## src/design/mcu_timer_defines.svh

```systemverilog
// Purpose: offsets, field positions, reset values and counts of the timer subsystem
// Assumes: word-wide register port, 4-bit data
// Notes:   included by the timer module, the properties and the bench
`ifndef MCU_TIMER_DEFINES_SVH
`define MCU_TIMER_DEFINES_SVH

// register offsets
`define OFS_PRESCALER_CONTROL     4'h0
`define OFS_TIMER_ONE_CONTROL     4'h1
`define OFS_TIMER_TWO_CONTROL     4'h2
`define OFS_TIMER_THREE_CONTROL   4'h3
`define OFS_DISPLAY_TIMER_CONTROL 4'h4
`define OFS_PRESCALER_RELOAD_LO   4'h5
`define OFS_PRESCALER_RELOAD_HI   4'h6
`define OFS_TIMER_ONE_RELOAD_LO   4'h7
`define OFS_TIMER_ONE_RELOAD_HI   4'h8
`define OFS_TIMER_TWO_RELOAD_LO   4'h9
`define OFS_TIMER_TWO_RELOAD_HI   4'ha
`define OFS_DISPLAY_TIMER_RELOAD  4'hb
`define OFS_FLAGS                 4'hc
`define OFS_WATCHDOG_SERVICE      4'hd

// field positions
`define BIT_PRESCALER_RUN   0
`define BIT_T1_RUN          2
`define BIT_T2_OUT_EN       3
`define BIT_T2_RUN          1
`define BIT_T2_SRC          0
`define BIT_T3_SRC          3
`define BIT_T3_RUN          2
`define BIT_LC_RUN          3
`define BIT_LC_SRC          2

// reset value of every control register
`define CTRL_RESET          4'h0

// watchdog period in instruction clocks
`define WATCHDOG_PERIOD     16'd65534
// timer 3 tap that feeds the display timer
`define T3_LC_TAP           4

`endif

```

## src/design/mcu_timer_pkg.sv

```systemverilog
// Purpose: types shared by the timer subsystem
// Assumes: nothing beyond the defines header
// Notes:   state lives in one packed struct
package mcu_timer_pkg;

    typedef enum logic [1:0] {
        WD_FIRST  = 2'b01,
        WD_SECOND = 2'b10
    } wd_phase_e;

    typedef struct packed {
        logic [3:0]  prescaler_control_r;
        logic [3:0]  timer_one_control_r;
        logic [3:0]  timer_two_control_r;
        logic [3:0]  timer_three_control_r;
        logic [3:0]  display_timer_control_r;
        logic [7:0]  pre_reload_r;
        logic [7:0]  pre_cnt_r;
        logic [7:0]  t1_reload_r;
        logic [7:0]  t1_cnt_r;
        logic [7:0]  t2_reload_r;
        logic [7:0]  t2_cnt_r;
        logic [15:0] t3_cnt_r;
        logic [3:0]  lc_reload_r;
        logic [3:0]  lc_cnt_r;
        logic [15:0] wd_cnt_r;
        wd_phase_e   wd_phase_r;
        logic        watchdog_flag_r;
        logic        wd_reset_r;
        logic        pre_half_r;
        logic        pwm_r;
        logic        lc_clk_r;
        logic        t3_tap_r;
        logic [2:0]  irq_r;
        logic [3:0]  rdata_r;
    } timer_state_s;

endpackage

```

## src/design/mcu_timer_subsystem.sv

```systemverilog
// Purpose: prescaler, timers 1/2/3, display timer and watchdog of a 4-bit controller
// Assumes: all pulse inputs are one-cycle, synchronous enables on sys_clk_in
// Notes:   4-bit registers reached over a plain address/strobe port
`include "mcu_timer_defines.svh"

////////////////////////////////////////////////////////////////////////////////
// Function
// - programmable timers count down from the software loaded division value
// - underflow after n+1 counts sets flag, reloads, keeps counting
// - fixed timer sets its flag once per fixed count of input pulses
// - 8-bit prescaler divides instruction clock by 1 to 256
// - timer 1 counts timer 2 underflow, prescaler, timer 3 underflow or counter pin
// - timer 2 counts oscillator or halved prescaler, drives pwm and pin
// - timer 3 divides by 8192 to 65536 from sub clock or prescaler
// - display timer divides timer 3 bit 4 or system clock by 1 to 16
// - watchdog 16-bit divider, period 65534 instruction clocks, sets its flag
// - second elapsed period without service issues system reset
// - watchdog runs free, no control register touches it
// - only timers 1, 2, 3 raise interrupt requests
// - one control register governs each controllable circuit
// - timer 1 source code 00 timer 2 underflow, 01 prescaler, 10 timer 3, 11 pin
// - cleared control bit stops and holds count, set resumes
module mcu_timer_subsystem
    import mcu_timer_pkg::*;
(
    input  wire logic       sys_clk_in,
    input  wire logic       sys_rst_in,
    input  wire logic       instruction_clock_in,
    input  wire logic       system_clock_in,
    input  wire logic       main_oscillator_input_in,
    input  wire logic       sub_clock_input_in,
    input  wire logic       counter_pin_in,
    input  wire logic [2:0] irq_clear_in,
    input  wire logic [3:0] addr_in,
    input  wire logic [3:0] wdata_in,
    input  wire logic       wr_in,
    input  wire logic       rd_in,
    output logic      [3:0] rdata_out,
    output logic      [2:0] irq_out,
    output logic            pulse_width_output_out,
    output logic            counter_pin_out,
    output logic            counter_pin_oe_out,
    output logic            display_clock_out,
    output logic            watchdog_flag_out,
    output logic            watchdog_reset_out
);

    timer_state_s st_r;
    timer_state_s st_nxt;

    logic prescaler_output;
    logic third_timer_underflow;
    logic t1_tick;
    logic t2_tick;
    logic t3_tick;
    logic lc_tick;
    logic t1_uf;
    logic t2_uf;
    logic lc_uf;
    logic [15:0] t3_mask;
    logic [2:0]  irq_set;

    ////////////////////////////////////////////////////////////////////////////
    // count sources and underflow strobes
    always_comb
    begin
        // prescaler emits one pulse per reload+1 instruction clocks
        prescaler_output = st_r.prescaler_control_r[`BIT_PRESCALER_RUN] & instruction_clock_in
                           & (st_r.pre_cnt_r == 8'h00);
        case (st_r.timer_three_control_r[1:0])
            2'b00:   t3_mask = 16'h1fff;
            2'b01:   t3_mask = 16'h3fff;
            2'b10:   t3_mask = 16'h7fff;
            default: t3_mask = 16'hffff;
        endcase
        t3_tick = st_r.timer_three_control_r[`BIT_T3_RUN]
                  & (st_r.timer_three_control_r[`BIT_T3_SRC] ? prescaler_output
                                                              : sub_clock_input_in);
        third_timer_underflow = t3_tick & ((st_r.t3_cnt_r & t3_mask) == t3_mask);
        t2_tick = st_r.timer_two_control_r[`BIT_T2_RUN]
                  & (st_r.timer_two_control_r[`BIT_T2_SRC] ? (prescaler_output & st_r.pre_half_r)
                                                            : main_oscillator_input_in);
        t2_uf = t2_tick & (st_r.t2_cnt_r == 8'h00);
        // source select codes
        case (st_r.timer_one_control_r[1:0])
            2'b00:   t1_tick = t2_uf;
            2'b01:   t1_tick = prescaler_output;
            2'b10:   t1_tick = third_timer_underflow;
            default: t1_tick = counter_pin_in;
        endcase
        t1_tick = t1_tick & st_r.timer_one_control_r[`BIT_T1_RUN];
        t1_uf = t1_tick & (st_r.t1_cnt_r == 8'h00);
        // display timer counts a rising tap edge or the system clock enable
        lc_tick = st_r.display_timer_control_r[`BIT_LC_RUN]
                  & (st_r.display_timer_control_r[`BIT_LC_SRC] ? system_clock_in
                     : (st_r.t3_cnt_r[`T3_LC_TAP] & ~st_r.t3_tap_r));
        lc_uf = lc_tick & (st_r.lc_cnt_r == 4'h0);
        irq_set = {third_timer_underflow, t2_uf, t1_uf};
    end

    ////////////////////////////////////////////////////////////////////////////
    // next state
    always_comb
    begin
        st_nxt = st_r;
        st_nxt.wd_reset_r = 1'b0;
        st_nxt.t3_tap_r = st_r.t3_cnt_r[`T3_LC_TAP];

        // prescaler
        if (st_r.prescaler_control_r[`BIT_PRESCALER_RUN] & instruction_clock_in)
        begin
            st_nxt.pre_cnt_r = (st_r.pre_cnt_r == 8'h00) ? st_r.pre_reload_r
                                                          : st_r.pre_cnt_r - 8'h01;
        end
        if (prescaler_output)
        begin
            st_nxt.pre_half_r = ~st_r.pre_half_r;
        end

        // timer 1: count down from n, reload on the n+1th pulse
        if (t1_tick)
        begin
            st_nxt.t1_cnt_r = t1_uf ? st_r.t1_reload_r : st_r.t1_cnt_r - 8'h01;
        end

        // timer 2 also toggles the pwm line on each underflow
        if (t2_tick)
        begin
            st_nxt.t2_cnt_r = t2_uf ? st_r.t2_reload_r : st_r.t2_cnt_r - 8'h01;
        end
        if (t2_uf)
        begin
            st_nxt.pwm_r = ~st_r.pwm_r;
        end

        // timer 3 up-counts; wraps within the selected ratio
        if (t3_tick)
        begin
            st_nxt.t3_cnt_r = third_timer_underflow ? 16'h0000 : st_r.t3_cnt_r + 16'h0001;
        end

        // display timer toggles its clock on underflow
        if (lc_tick)
        begin
            st_nxt.lc_cnt_r = lc_uf ? st_r.lc_reload_r : st_r.lc_cnt_r - 4'h1;
        end
        if (lc_uf)
        begin
            st_nxt.lc_clk_r = ~st_r.lc_clk_r;
        end

        // watchdog: no control bit gates it
        if (instruction_clock_in)
        begin
            if (st_r.wd_cnt_r == `WATCHDOG_PERIOD - 16'd1)
            begin
                st_nxt.wd_cnt_r = 16'h0000;
                if (st_r.wd_phase_r == WD_SECOND)
                begin
                    st_nxt.wd_reset_r = 1'b1;
                    st_nxt.wd_phase_r = WD_FIRST;
                end
                else
                begin
                    st_nxt.wd_phase_r = WD_SECOND;
                    st_nxt.watchdog_flag_r = 1'b1;
                end
            end
            else
            begin
                st_nxt.wd_cnt_r = st_r.wd_cnt_r + 16'h0001;
            end
        end

        // request flags: clear by accept/skip, set wins over clear
        st_nxt.irq_r = (st_r.irq_r & ~irq_clear_in) | irq_set;

        // register writes; control registers gate each circuit except the watchdog
        if (wr_in)
        begin
            case (addr_in)
                `OFS_PRESCALER_CONTROL:     st_nxt.prescaler_control_r = wdata_in;
                `OFS_TIMER_ONE_CONTROL:     st_nxt.timer_one_control_r = wdata_in;
                `OFS_TIMER_TWO_CONTROL:     st_nxt.timer_two_control_r = wdata_in;
                `OFS_TIMER_THREE_CONTROL:   st_nxt.timer_three_control_r = wdata_in;
                `OFS_DISPLAY_TIMER_CONTROL: st_nxt.display_timer_control_r = wdata_in;
                // reload writes also preload the counter so the next count starts at n
                `OFS_PRESCALER_RELOAD_LO:
                begin
                    st_nxt.pre_reload_r[3:0] = wdata_in;
                    st_nxt.pre_cnt_r = {st_r.pre_reload_r[7:4], wdata_in};
                end
                `OFS_PRESCALER_RELOAD_HI:
                begin
                    st_nxt.pre_reload_r[7:4] = wdata_in;
                    st_nxt.pre_cnt_r = {wdata_in, st_r.pre_reload_r[3:0]};
                end
                `OFS_TIMER_ONE_RELOAD_LO:
                begin
                    st_nxt.t1_reload_r[3:0] = wdata_in;
                    st_nxt.t1_cnt_r = {st_r.t1_reload_r[7:4], wdata_in};
                end
                `OFS_TIMER_ONE_RELOAD_HI:
                begin
                    st_nxt.t1_reload_r[7:4] = wdata_in;
                    st_nxt.t1_cnt_r = {wdata_in, st_r.t1_reload_r[3:0]};
                end
                `OFS_TIMER_TWO_RELOAD_LO:
                begin
                    st_nxt.t2_reload_r[3:0] = wdata_in;
                    st_nxt.t2_cnt_r = {st_r.t2_reload_r[7:4], wdata_in};
                end
                `OFS_TIMER_TWO_RELOAD_HI:
                begin
                    st_nxt.t2_reload_r[7:4] = wdata_in;
                    st_nxt.t2_cnt_r = {wdata_in, st_r.t2_reload_r[3:0]};
                end
                `OFS_DISPLAY_TIMER_RELOAD:
                begin
                    st_nxt.lc_reload_r = wdata_in;
                    st_nxt.lc_cnt_r = wdata_in;
                end
                // watchdog service restarts the two-period window
                `OFS_WATCHDOG_SERVICE:
                begin
                    st_nxt.wd_cnt_r = 16'h0000;
                    st_nxt.wd_phase_r = WD_FIRST;
                    st_nxt.watchdog_flag_r = 1'b0;
                end
                default: ;
            endcase
        end

        // read data one cycle after the strobe; unmapped reads zero
        st_nxt.rdata_r = 4'h0;
        if (rd_in)
        begin
            case (addr_in)
                `OFS_PRESCALER_CONTROL:     st_nxt.rdata_r = st_r.prescaler_control_r;
                `OFS_TIMER_ONE_CONTROL:     st_nxt.rdata_r = st_r.timer_one_control_r;
                `OFS_TIMER_TWO_CONTROL:     st_nxt.rdata_r = st_r.timer_two_control_r;
                `OFS_TIMER_THREE_CONTROL:   st_nxt.rdata_r = st_r.timer_three_control_r;
                `OFS_DISPLAY_TIMER_CONTROL: st_nxt.rdata_r = st_r.display_timer_control_r;
                `OFS_PRESCALER_RELOAD_LO:   st_nxt.rdata_r = st_r.pre_cnt_r[3:0];
                `OFS_PRESCALER_RELOAD_HI:   st_nxt.rdata_r = st_r.pre_cnt_r[7:4];
                `OFS_TIMER_ONE_RELOAD_LO:   st_nxt.rdata_r = st_r.t1_cnt_r[3:0];
                `OFS_TIMER_ONE_RELOAD_HI:   st_nxt.rdata_r = st_r.t1_cnt_r[7:4];
                `OFS_TIMER_TWO_RELOAD_LO:   st_nxt.rdata_r = st_r.t2_cnt_r[3:0];
                `OFS_TIMER_TWO_RELOAD_HI:   st_nxt.rdata_r = st_r.t2_cnt_r[7:4];
                `OFS_DISPLAY_TIMER_RELOAD:  st_nxt.rdata_r = st_r.lc_cnt_r;
                `OFS_FLAGS:                 st_nxt.rdata_r = {st_r.watchdog_flag_r, st_r.irq_r};
                default:                    st_nxt.rdata_r = 4'h0;
            endcase
        end
    end

    ////////////////////////////////////////////////////////////////////////////
    // state register; watchdog reset is a one-cycle pulse, cleared by the next-state default
    always_ff @(posedge sys_clk_in)
    begin
        if (sys_rst_in)
        begin
            st_r <= '0;
            st_r.wd_phase_r <= WD_FIRST;
        end
        else
        begin
            st_r <= st_nxt;
        end
    end

    // outputs straight from flip-flops
    assign rdata_out              = st_r.rdata_r;
    assign irq_out                = st_r.irq_r;
    assign pulse_width_output_out = st_r.pwm_r;
    assign counter_pin_out        = st_r.pwm_r;
    assign counter_pin_oe_out     = st_r.timer_two_control_r[`BIT_T2_OUT_EN];
    assign display_clock_out      = st_r.lc_clk_r;
    assign watchdog_flag_out      = st_r.watchdog_flag_r;
    assign watchdog_reset_out     = st_r.wd_reset_r;

endmodule

```

## config.mk

```make
export PLATFORM = sky130hd
export DESIGN_NAME = mcu_timer_subsystem
export DESIGN_NICKNAME = d
export VERILOG_FILES = /design/src/design/mcu_timer_pkg.sv /design/src/design/mcu_timer_subsystem.sv
export VERILOG_INCLUDE_DIRS = /design/src /design/src/design
export SDC_FILE = /design/constraint.sdc
export NUM_CORES = 1
export LEC_CHECK = 0
export ABC_AREA = 1
export BUFFER_PORTS_ARGS = -buffer_cell sky130_fd_sc_hd__buf_2
export CELL_PAD_IN_SITES_DETAIL_PLACEMENT = 1
export CELL_PAD_IN_SITES_GLOBAL_PLACEMENT = 2
export CORE_ASPECT_RATIO = 1.4
export CORE_MARGIN = 1.5
export CORE_UTILIZATION = 35
export DETAILED_ROUTE_END_ITERATION = 7
export PLACE_DENSITY = 0.82
export SLEW_MARGIN = 10
export SYNTH_ARGS = -nofsm -noshare
export SYNTH_HDL_FRONTEND = slang
export SYNTH_SLANG_ARGS = --single-unit
```

## constraint.sdc

```tcl
create_clock -name sys_clk_in -period 2.5 [get_ports sys_clk_in]
set_clock_uncertainty 0.05 [all_clocks]
set_input_delay 0.125 -clock sys_clk_in [delete_from_list [all_inputs] [get_ports sys_clk_in]]
set_output_delay 0.125 -clock sys_clk_in [all_outputs]
set_load 0.01 [all_outputs]
```

==> results of run 1 <==
-- cell usage after synthesis, types with 4 or more instances --
library cell  instances  share of area
ha_1                  9          0.017
o21ai_1               6         0.0046
a221oi_1             10          0.014
nand2_4               4         0.0070
clkbuf_1             13         0.0076
a211oi_1             14          0.016
o211ai_1              4         0.0046
dfxtp_1             123           0.38
xor2_1                9          0.012
o22ai_1              21          0.020
nand3_1              44          0.034
nand2_1             135          0.078
nor3_1               12         0.0093
inv_2                17         0.0099
o21ai_0              48          0.037
buf_4                 9          0.010
nand4_1              10         0.0097
a21oi_1             117          0.091
nor3b_1               4         0.0046
nor2_2               10         0.0097
inv_1               120          0.070
a21oi_2               4         0.0054
nand2_2               5         0.0048
nor2_1              112          0.065
nor2_4                4         0.0070
a41oi_1               4         0.0054
-- flip-flops by register name, indices dropped and copies added (netlist names) --
register and cells:
st_nxt 1, irq_out 3, watchdog_flag_out 1, watchdog_reset_out 1
counter_pin_oe_out 1, rdata_out 4, st_r 110, display_clock_out 1
counter_pin_out 1
-- report_power, final --
part	internal [mW]	leakage [nW]	switching [mW]
clock	1.77	0.312	0.933
combinational	0.0921	1.53	0.228
sequential	1.99	0.993	0.0218
total	3.85	2.84	1.18
-- layer usage --
metal	share of wire	track usage	up-vias
met5	0	0	-
met4	0.016	0.0643	0
met3	0.025	0.0368	21
met2	0.53	0.413	66
met1	0.42	0.246	2954
li1	-	-	3108
-- logic make-up (layout without fill, tap and decap cells) --
kind of cell	after synthesis	in the layout
and+or+nand+nor	360	360
DFF	123	123
xor gates and xnor gates	11	11
buffers and inverters	169	219
adders and majority gates	9	9
AOI/OAI and AO/OA	242	242
-- layout make-up --
class                   instances  area [µm²]  area share
clock buffers                  22         484      0.0643
clock inverters                10         163      0.0216
inverters                     139         529      0.0703
multi-input cells             622        3300       0.439
flip-flops and latches        123        2460       0.327
well taps                     240         300      0.0399
repair buffers                 48         290      0.0385
-- worst max-delay path, cell delays in order (launching register included) --
cell and delay (ns):
dfxtp_1 0.33, inv_1 0.09, ha_1 0.16, nand2_1 0.09, nor2_1 0.09, nand2_1 0.13, nor3_4 0.23, nand4_1 0.24
nand4_4 0.22, nand2_4 0.12, nand2_1 0.09, nand2_1 0.05, nand2_1 0.07, a21oi_2 0.05
-- metrics by stage --
| step | cell area [µm²] | hold WS (ns) |
|---|---|---|
| final | 7530 | 0.0491 |
| after global routing | 7530 | 0.0438 |
| after CTS | 7530 | 0.0427 |
| after detailed placement | 6850 | 0.360 |
| after global placement | 6850 | 0.352 |
| after floorplan | 6460 | 0.240 |
-- worst paths after layout --
kind                     startpoint  depth (start not counted)                 to  slack [ns]
hold / removal                rd_in                          3       rdata_out[1]        0.05
setup / recovery           st_r[55]                         13           st_r[77]        0.31
hold reg to reg   display_clock_out                          1  display_clock_out        0.39
setup reg to reg           st_r[55]                         13           st_r[77]        0.31
==> impl_metrics.py, run 1 <==
metrics = {
    "route": {
        "drt-initial-drc-count": 210,
        "vias": 6149,
        "drt-total-wl_um": 20100,
        "ant_nets": 0,
        "drt_pre_antenna_iters": 4,
        "drc_errors": 0,
        "wire_per_inst_um": 16.7,
        "viasPerCell": 5.11,
    },
    "floorplanning": {
        "die_width_um": 118,
        "io_pins": 33,
        "rows": 58,
        "core_um2": 18000,
        "initial_utilization": 0.359,
        "die-area_um2": 19300,
        "die-height_um": 164,
    },
    "grt": {
        "overflow": 0,
        "grt_max_degree": 56,
        "antenna_found_initial": 0,
        "grt_pass1_wl_um": 32800,
        "grt_pass1_vias": 6273,
        "grt_usage": 0.217,
    },
    "logic_synthesis": {
        "synth_cell_types": 55,
        "ys_async_sr_fraction": 0,
        "synth_mux_area_frac": 0,
        "synth-edff-count": 0,
        "ys_ff_latch": 123,
        "syn-mean-instance-area_um2": 7.07,
        "synthAdderAreaFrac": 0.0174,
        "synthXorXnorAreaFrac": 0.0149,
        "synth_cells": 914,
        "syn-num-nets": 943,
        "yosysWarnings": 0,
        "synth_simple_gate_area_share": 0.262,
        "ys.flop_type": "dfxtp_1",
        "synth_area_um2": 6460,
        "synth_seq_area_share": 0.381,
        "synth_compound_area_frac": 0.217,
        "synth_top_family_by_area": "simple AND/OR/NAND/NOR gates",
    },
    "timing": {
        "tightest_slew_ns": 0.671,
        "report.final.slew_viol_count": 0,
        "rsz0062_at_grt": "no",
        "slew_headroom": 0.553,
        "max_freq_mhz": 456,
        "setup_viol": 0,
        "finalCriticalPeriod_ns": 2.19,
        "post-route-period-util": 0.877,
        "finalHoldViolCount": 0,
        "layout_setup_ws_ns": 0.307,
        "final.setup.tns_ns": 0,
    },
    "cts": {
        "cts.sink_count": 123,
        "numCtsBuffers": 17,
        "clk_pin_slew_ns": 0.06,
        "clk_path_buf_depth": 2,
        "clk_latency_ns": 0.42,
        "post_cts_buffers": 0,
        "cts.repair.resized": 0,
        "cts_root_buffer": "clkbuf_16",
        "htreeDepth": 4,
        "postCtsHoldBufs": 4,
        "cts_tree": "yes",
    },
    "final_layout": {
        "layout_common_cells": "135 x nand2_1, 123 x dfxtp_1, 120 x inv_1, 117 x a21oi_1, 112 x nor2_1",
        "nNetsFinal": 980,
        "utilization": 0.419,
        "layout-drive-gt1-share": 0.143,
        "layout_commonest_cell": "nand2_1",
        "antenna-diode-count": 0,
        "area_growth_pct": 16.6,
        "instances_no_fill": 1204,
        "fill_cells": 2390,
    },
    "place": {
        "dpl.hpwl_um": 15300,
        "numPortBuffers": 32,
        "dp_cells": 1168,
        "pre_cts_ws_ns": 0.324,
        "gp_congestion": 0.848,
    },
    "power": {
        "leakage_nw": 2.84,
        "ir_worst_vdd_v": 0.000359,
        "power_mw": 5.03,
        "power_density_nw_per_um2": 668,
    },
    "critical_path": {
        "cp-start-kind": "register",
        "crit_arrival_ns": 2.42,
        "cp_max_fo": 10,
        "critPathCaptureType": "register",
        "worstPathRequired_ns": 2.72,
        "critical_path_class": "reg2reg",
    },
    "min_path": {
        "min_path_type": "in2reg",
    },
    "job": {
        "max-cap-violations": 0,
    },
    "run_status": {
        "status": "finished, final reports clean",
    },
}
No activity file was read; power rests on OpenSTA's default activity.
==> run 2, diff against run 1 <==
--- a/config.mk
+++ b/config.mk
@@ -10,7 +10,7 @@
 export BUFFER_PORTS_ARGS = -buffer_cell sky130_fd_sc_hd__buf_2
 export CELL_PAD_IN_SITES_DETAIL_PLACEMENT = 1
 export CELL_PAD_IN_SITES_GLOBAL_PLACEMENT = 2
-export CORE_ASPECT_RATIO = 1.4
+export CORE_ASPECT_RATIO = 0.9
 export CORE_MARGIN = 1.5
 export CORE_UTILIZATION = 35
 export DETAILED_ROUTE_END_ITERATION = 7
==> impl_metrics.py, run 2 (synthesized netlist as in run 1, its figures left out) <==
metrics = {
    "power": {
        "leakage_nw": 2.81,
        "power.switching_mw": 1.23,
        "power_frac_seq": 0.429,
        "ir_worst_vdd_v": 0.000418,
        "power_density_nw_per_um2": 627,
        "intPower_mw": 3.45,
        "switching_share": 0.263,
        "clkPwrFrac": 0.501,
        "comb_power_share": 0.070,
    },
    "timing": {
        "finalCriticalPeriod_ns": 2.20,
        "slew_headroom": 0.564,
        "setup_viol": 0,
        "max_freq_mhz": 455,
        "rsz0062_at_grt": "no",
        "report.final.slew_viol_count": 0,
        "tightest_slew_ns": 0.637,
        "post-route-period-util": 0.879,
        "hold-worst-slack_ns": 0.0237,
        "finalHoldViolCount": 0,
        "final.setup.tns_ns": 0,
    },
    "cts": {
        "cts.repair.resized": 0,
        "htreeDepth": 4,
        "cts.sink_count": 123,
        "numCtsBuffers": 17,
        "clk_latency_ns": 0.43,
        "post_cts_buffers": 0,
        "cts_tree": "yes",
        "cts_root_buffer": "clkbuf_16",
        "clk_path_buf_depth": 2,
        "postCtsHoldBufs": 5,
        "clk_pin_slew_ns": 0.06,
    },
    "critical_path": {
        "cp-start-kind": "register",
        "rrSetupSlack_ns": 0.30,
        "path_buf_inv": 1,
        "critPathCaptureType": "register",
        "cp_top_family": "simple AND/OR/NAND/NOR gates",
        "crit_chain": "inv_1, ha_1, nand2_1, nor2_1, nand2_1, nor3_4, nand4_1, nand4_4, nand2_4, nand2_1, nand3_1, a21oi_1",
        "max_stage_delay_ns": 0.31,
        "cp_max_fo": 10,
        "crit_arrival_ns": 2.48,
        "slowest_stage": "dfxtp_1",
        "critPathMostFrequentCell": "nand2_1",
        "critical_path_class": "reg2reg",
        "worstPathRequired_ns": 2.78,
    },
    "final_layout": {
        "fill_cells": 2312,
        "layout_common_cells": "135 x nand2_1, 123 x dfxtp_1, 120 x inv_1, 117 x a21oi_1, 112 x nor2_1",
        "nNetsFinal": 982,
        "regMostFlops": "st_r",
        "layout_commonest_cell": "nand2_1",
        "layout-drive-gt1-share": 0.144,
        "largest_register_ffs": 110,
        "utilization": 0.418,
        "finish.instance_area_um2": 7460,
        "area_growth_pct": 15.4,
        "antenna-diode-count": 0,
        "instances_no_fill": 1206,
    },
    "floorplanning": {
        "die-area_um2": 19300,
        "die-height_um": 132,
        "core_um2": 17800,
        "initial_utilization": 0.362,
        "io_pins": 33,
        "rows": 46,
        "die_width_um": 146,
    },
    "place": {
        "place_area_um2": 6850,
        "numPortBuffers": 32,
        "gp_congestion": 0.906,
        "dpl.hpwl_um": 15000,
        "dp_cells": 1169,
    },
    "min_path": {
        "min_path_type": "in2reg",
    },
    "job": {
        "max-cap-violations": 0,
    },
    "route": {
        "viasPerCell": 5.15,
        "wire_per_inst_um": 17.0,
        "vias": 6210,
        "ant_nets": 0,
        "drc_errors": 0,
        "drt-initial-drc-count": 259,
        "drt_pre_antenna_iters": 4,
        "drt-total-wl_um": 20500,
    },
    "grt": {
        "grt_pass1_vias": 6309,
        "grt_max_degree": 46,
        "antenna_found_initial": 0,
        "grt_usage": 0.218,
        "overflow": 0,
        "grt_pass1_wl_um": 33200,
    },
    "run_status": {
        "status": "finished, final reports clean",
    },
}
[run 2: cell types whose count changed in the layout (fill, tap and decap cells not counted)]
cell / delta
buf_4: +1
bufinv_16: -3
clkbuf_8: -4
clkinv_2: +3
clkinv_4: +3
clkinvlp_4: -1
dlygate4sd3_1: +1
inv_6: +2
[run 2: layer usage]
layer | share of wire | GRT usage | up-vias
met4 | 0.020 | 0.0808 | 0
met2 | 0.46 | 0.353 | 89
met1 | 0.48 | 0.286 | 2969
li1 | - | - | 3126
met5 | 0 | 0 | -
met3 | 0.038 | 0.0457 | 26
[run 2: worst min-delay path, stage by stage]
cell	delay, ns
buf_2	0.17
nand3_1	0.10
a21oi_1	0.06
[run 2: final cells by class]
class / instances / area (µm²) / share of cell area
repair buffers: 50 / 308 / 0.0413
multi-input cells: 622 / 3300 / 0.443
well taps: 240 / 300 / 0.0403
clock buffers: 18 / 429 / 0.0576
clock inverters: 14 / 124 / 0.0166
flip-flops and latches: 123 / 2460 / 0.330
inverters: 139 / 529 / 0.0710
[run 2: path summary, 6_finish.rpt]
check,startpoint,to,depth (start not counted)
min,wdata_in[0],st_r[111],3
min reg2reg,display_clock_out,display_clock_out,1
max reg2reg,st_r[56],st_r[74],12
max,st_r[56],st_r[74],12
[run 2: power groups by stage]
| stage | logic (mW) | registers [mW] | clock network (mW) |
|---|---|---|---|
| finish | 0.325 | 2.01 | 2.35 |
| global route | 0.365 | 2.01 | 2.49 |
| CTS | 0.329 | 2.01 | 2.40 |
| detailed placement | 0.321 | 2.05 | 0 |
| global placement | 0.318 | 2.05 | 0 |
| floorplan | 0.211 | 2.04 | 0 |
[run 2: metrics by stage]
| stage | setup WS [ns] | power, mW |
|---|---|---|
| finish | 0.302 | 4.68 |
| detailed placement | 0.311 | 2.37 |
| floorplan | 0.716 | 2.25 |
| global route | 0.111 | 4.86 |
| global placement | 0.377 | 2.37 |
| CTS | 0.290 | 4.73 |
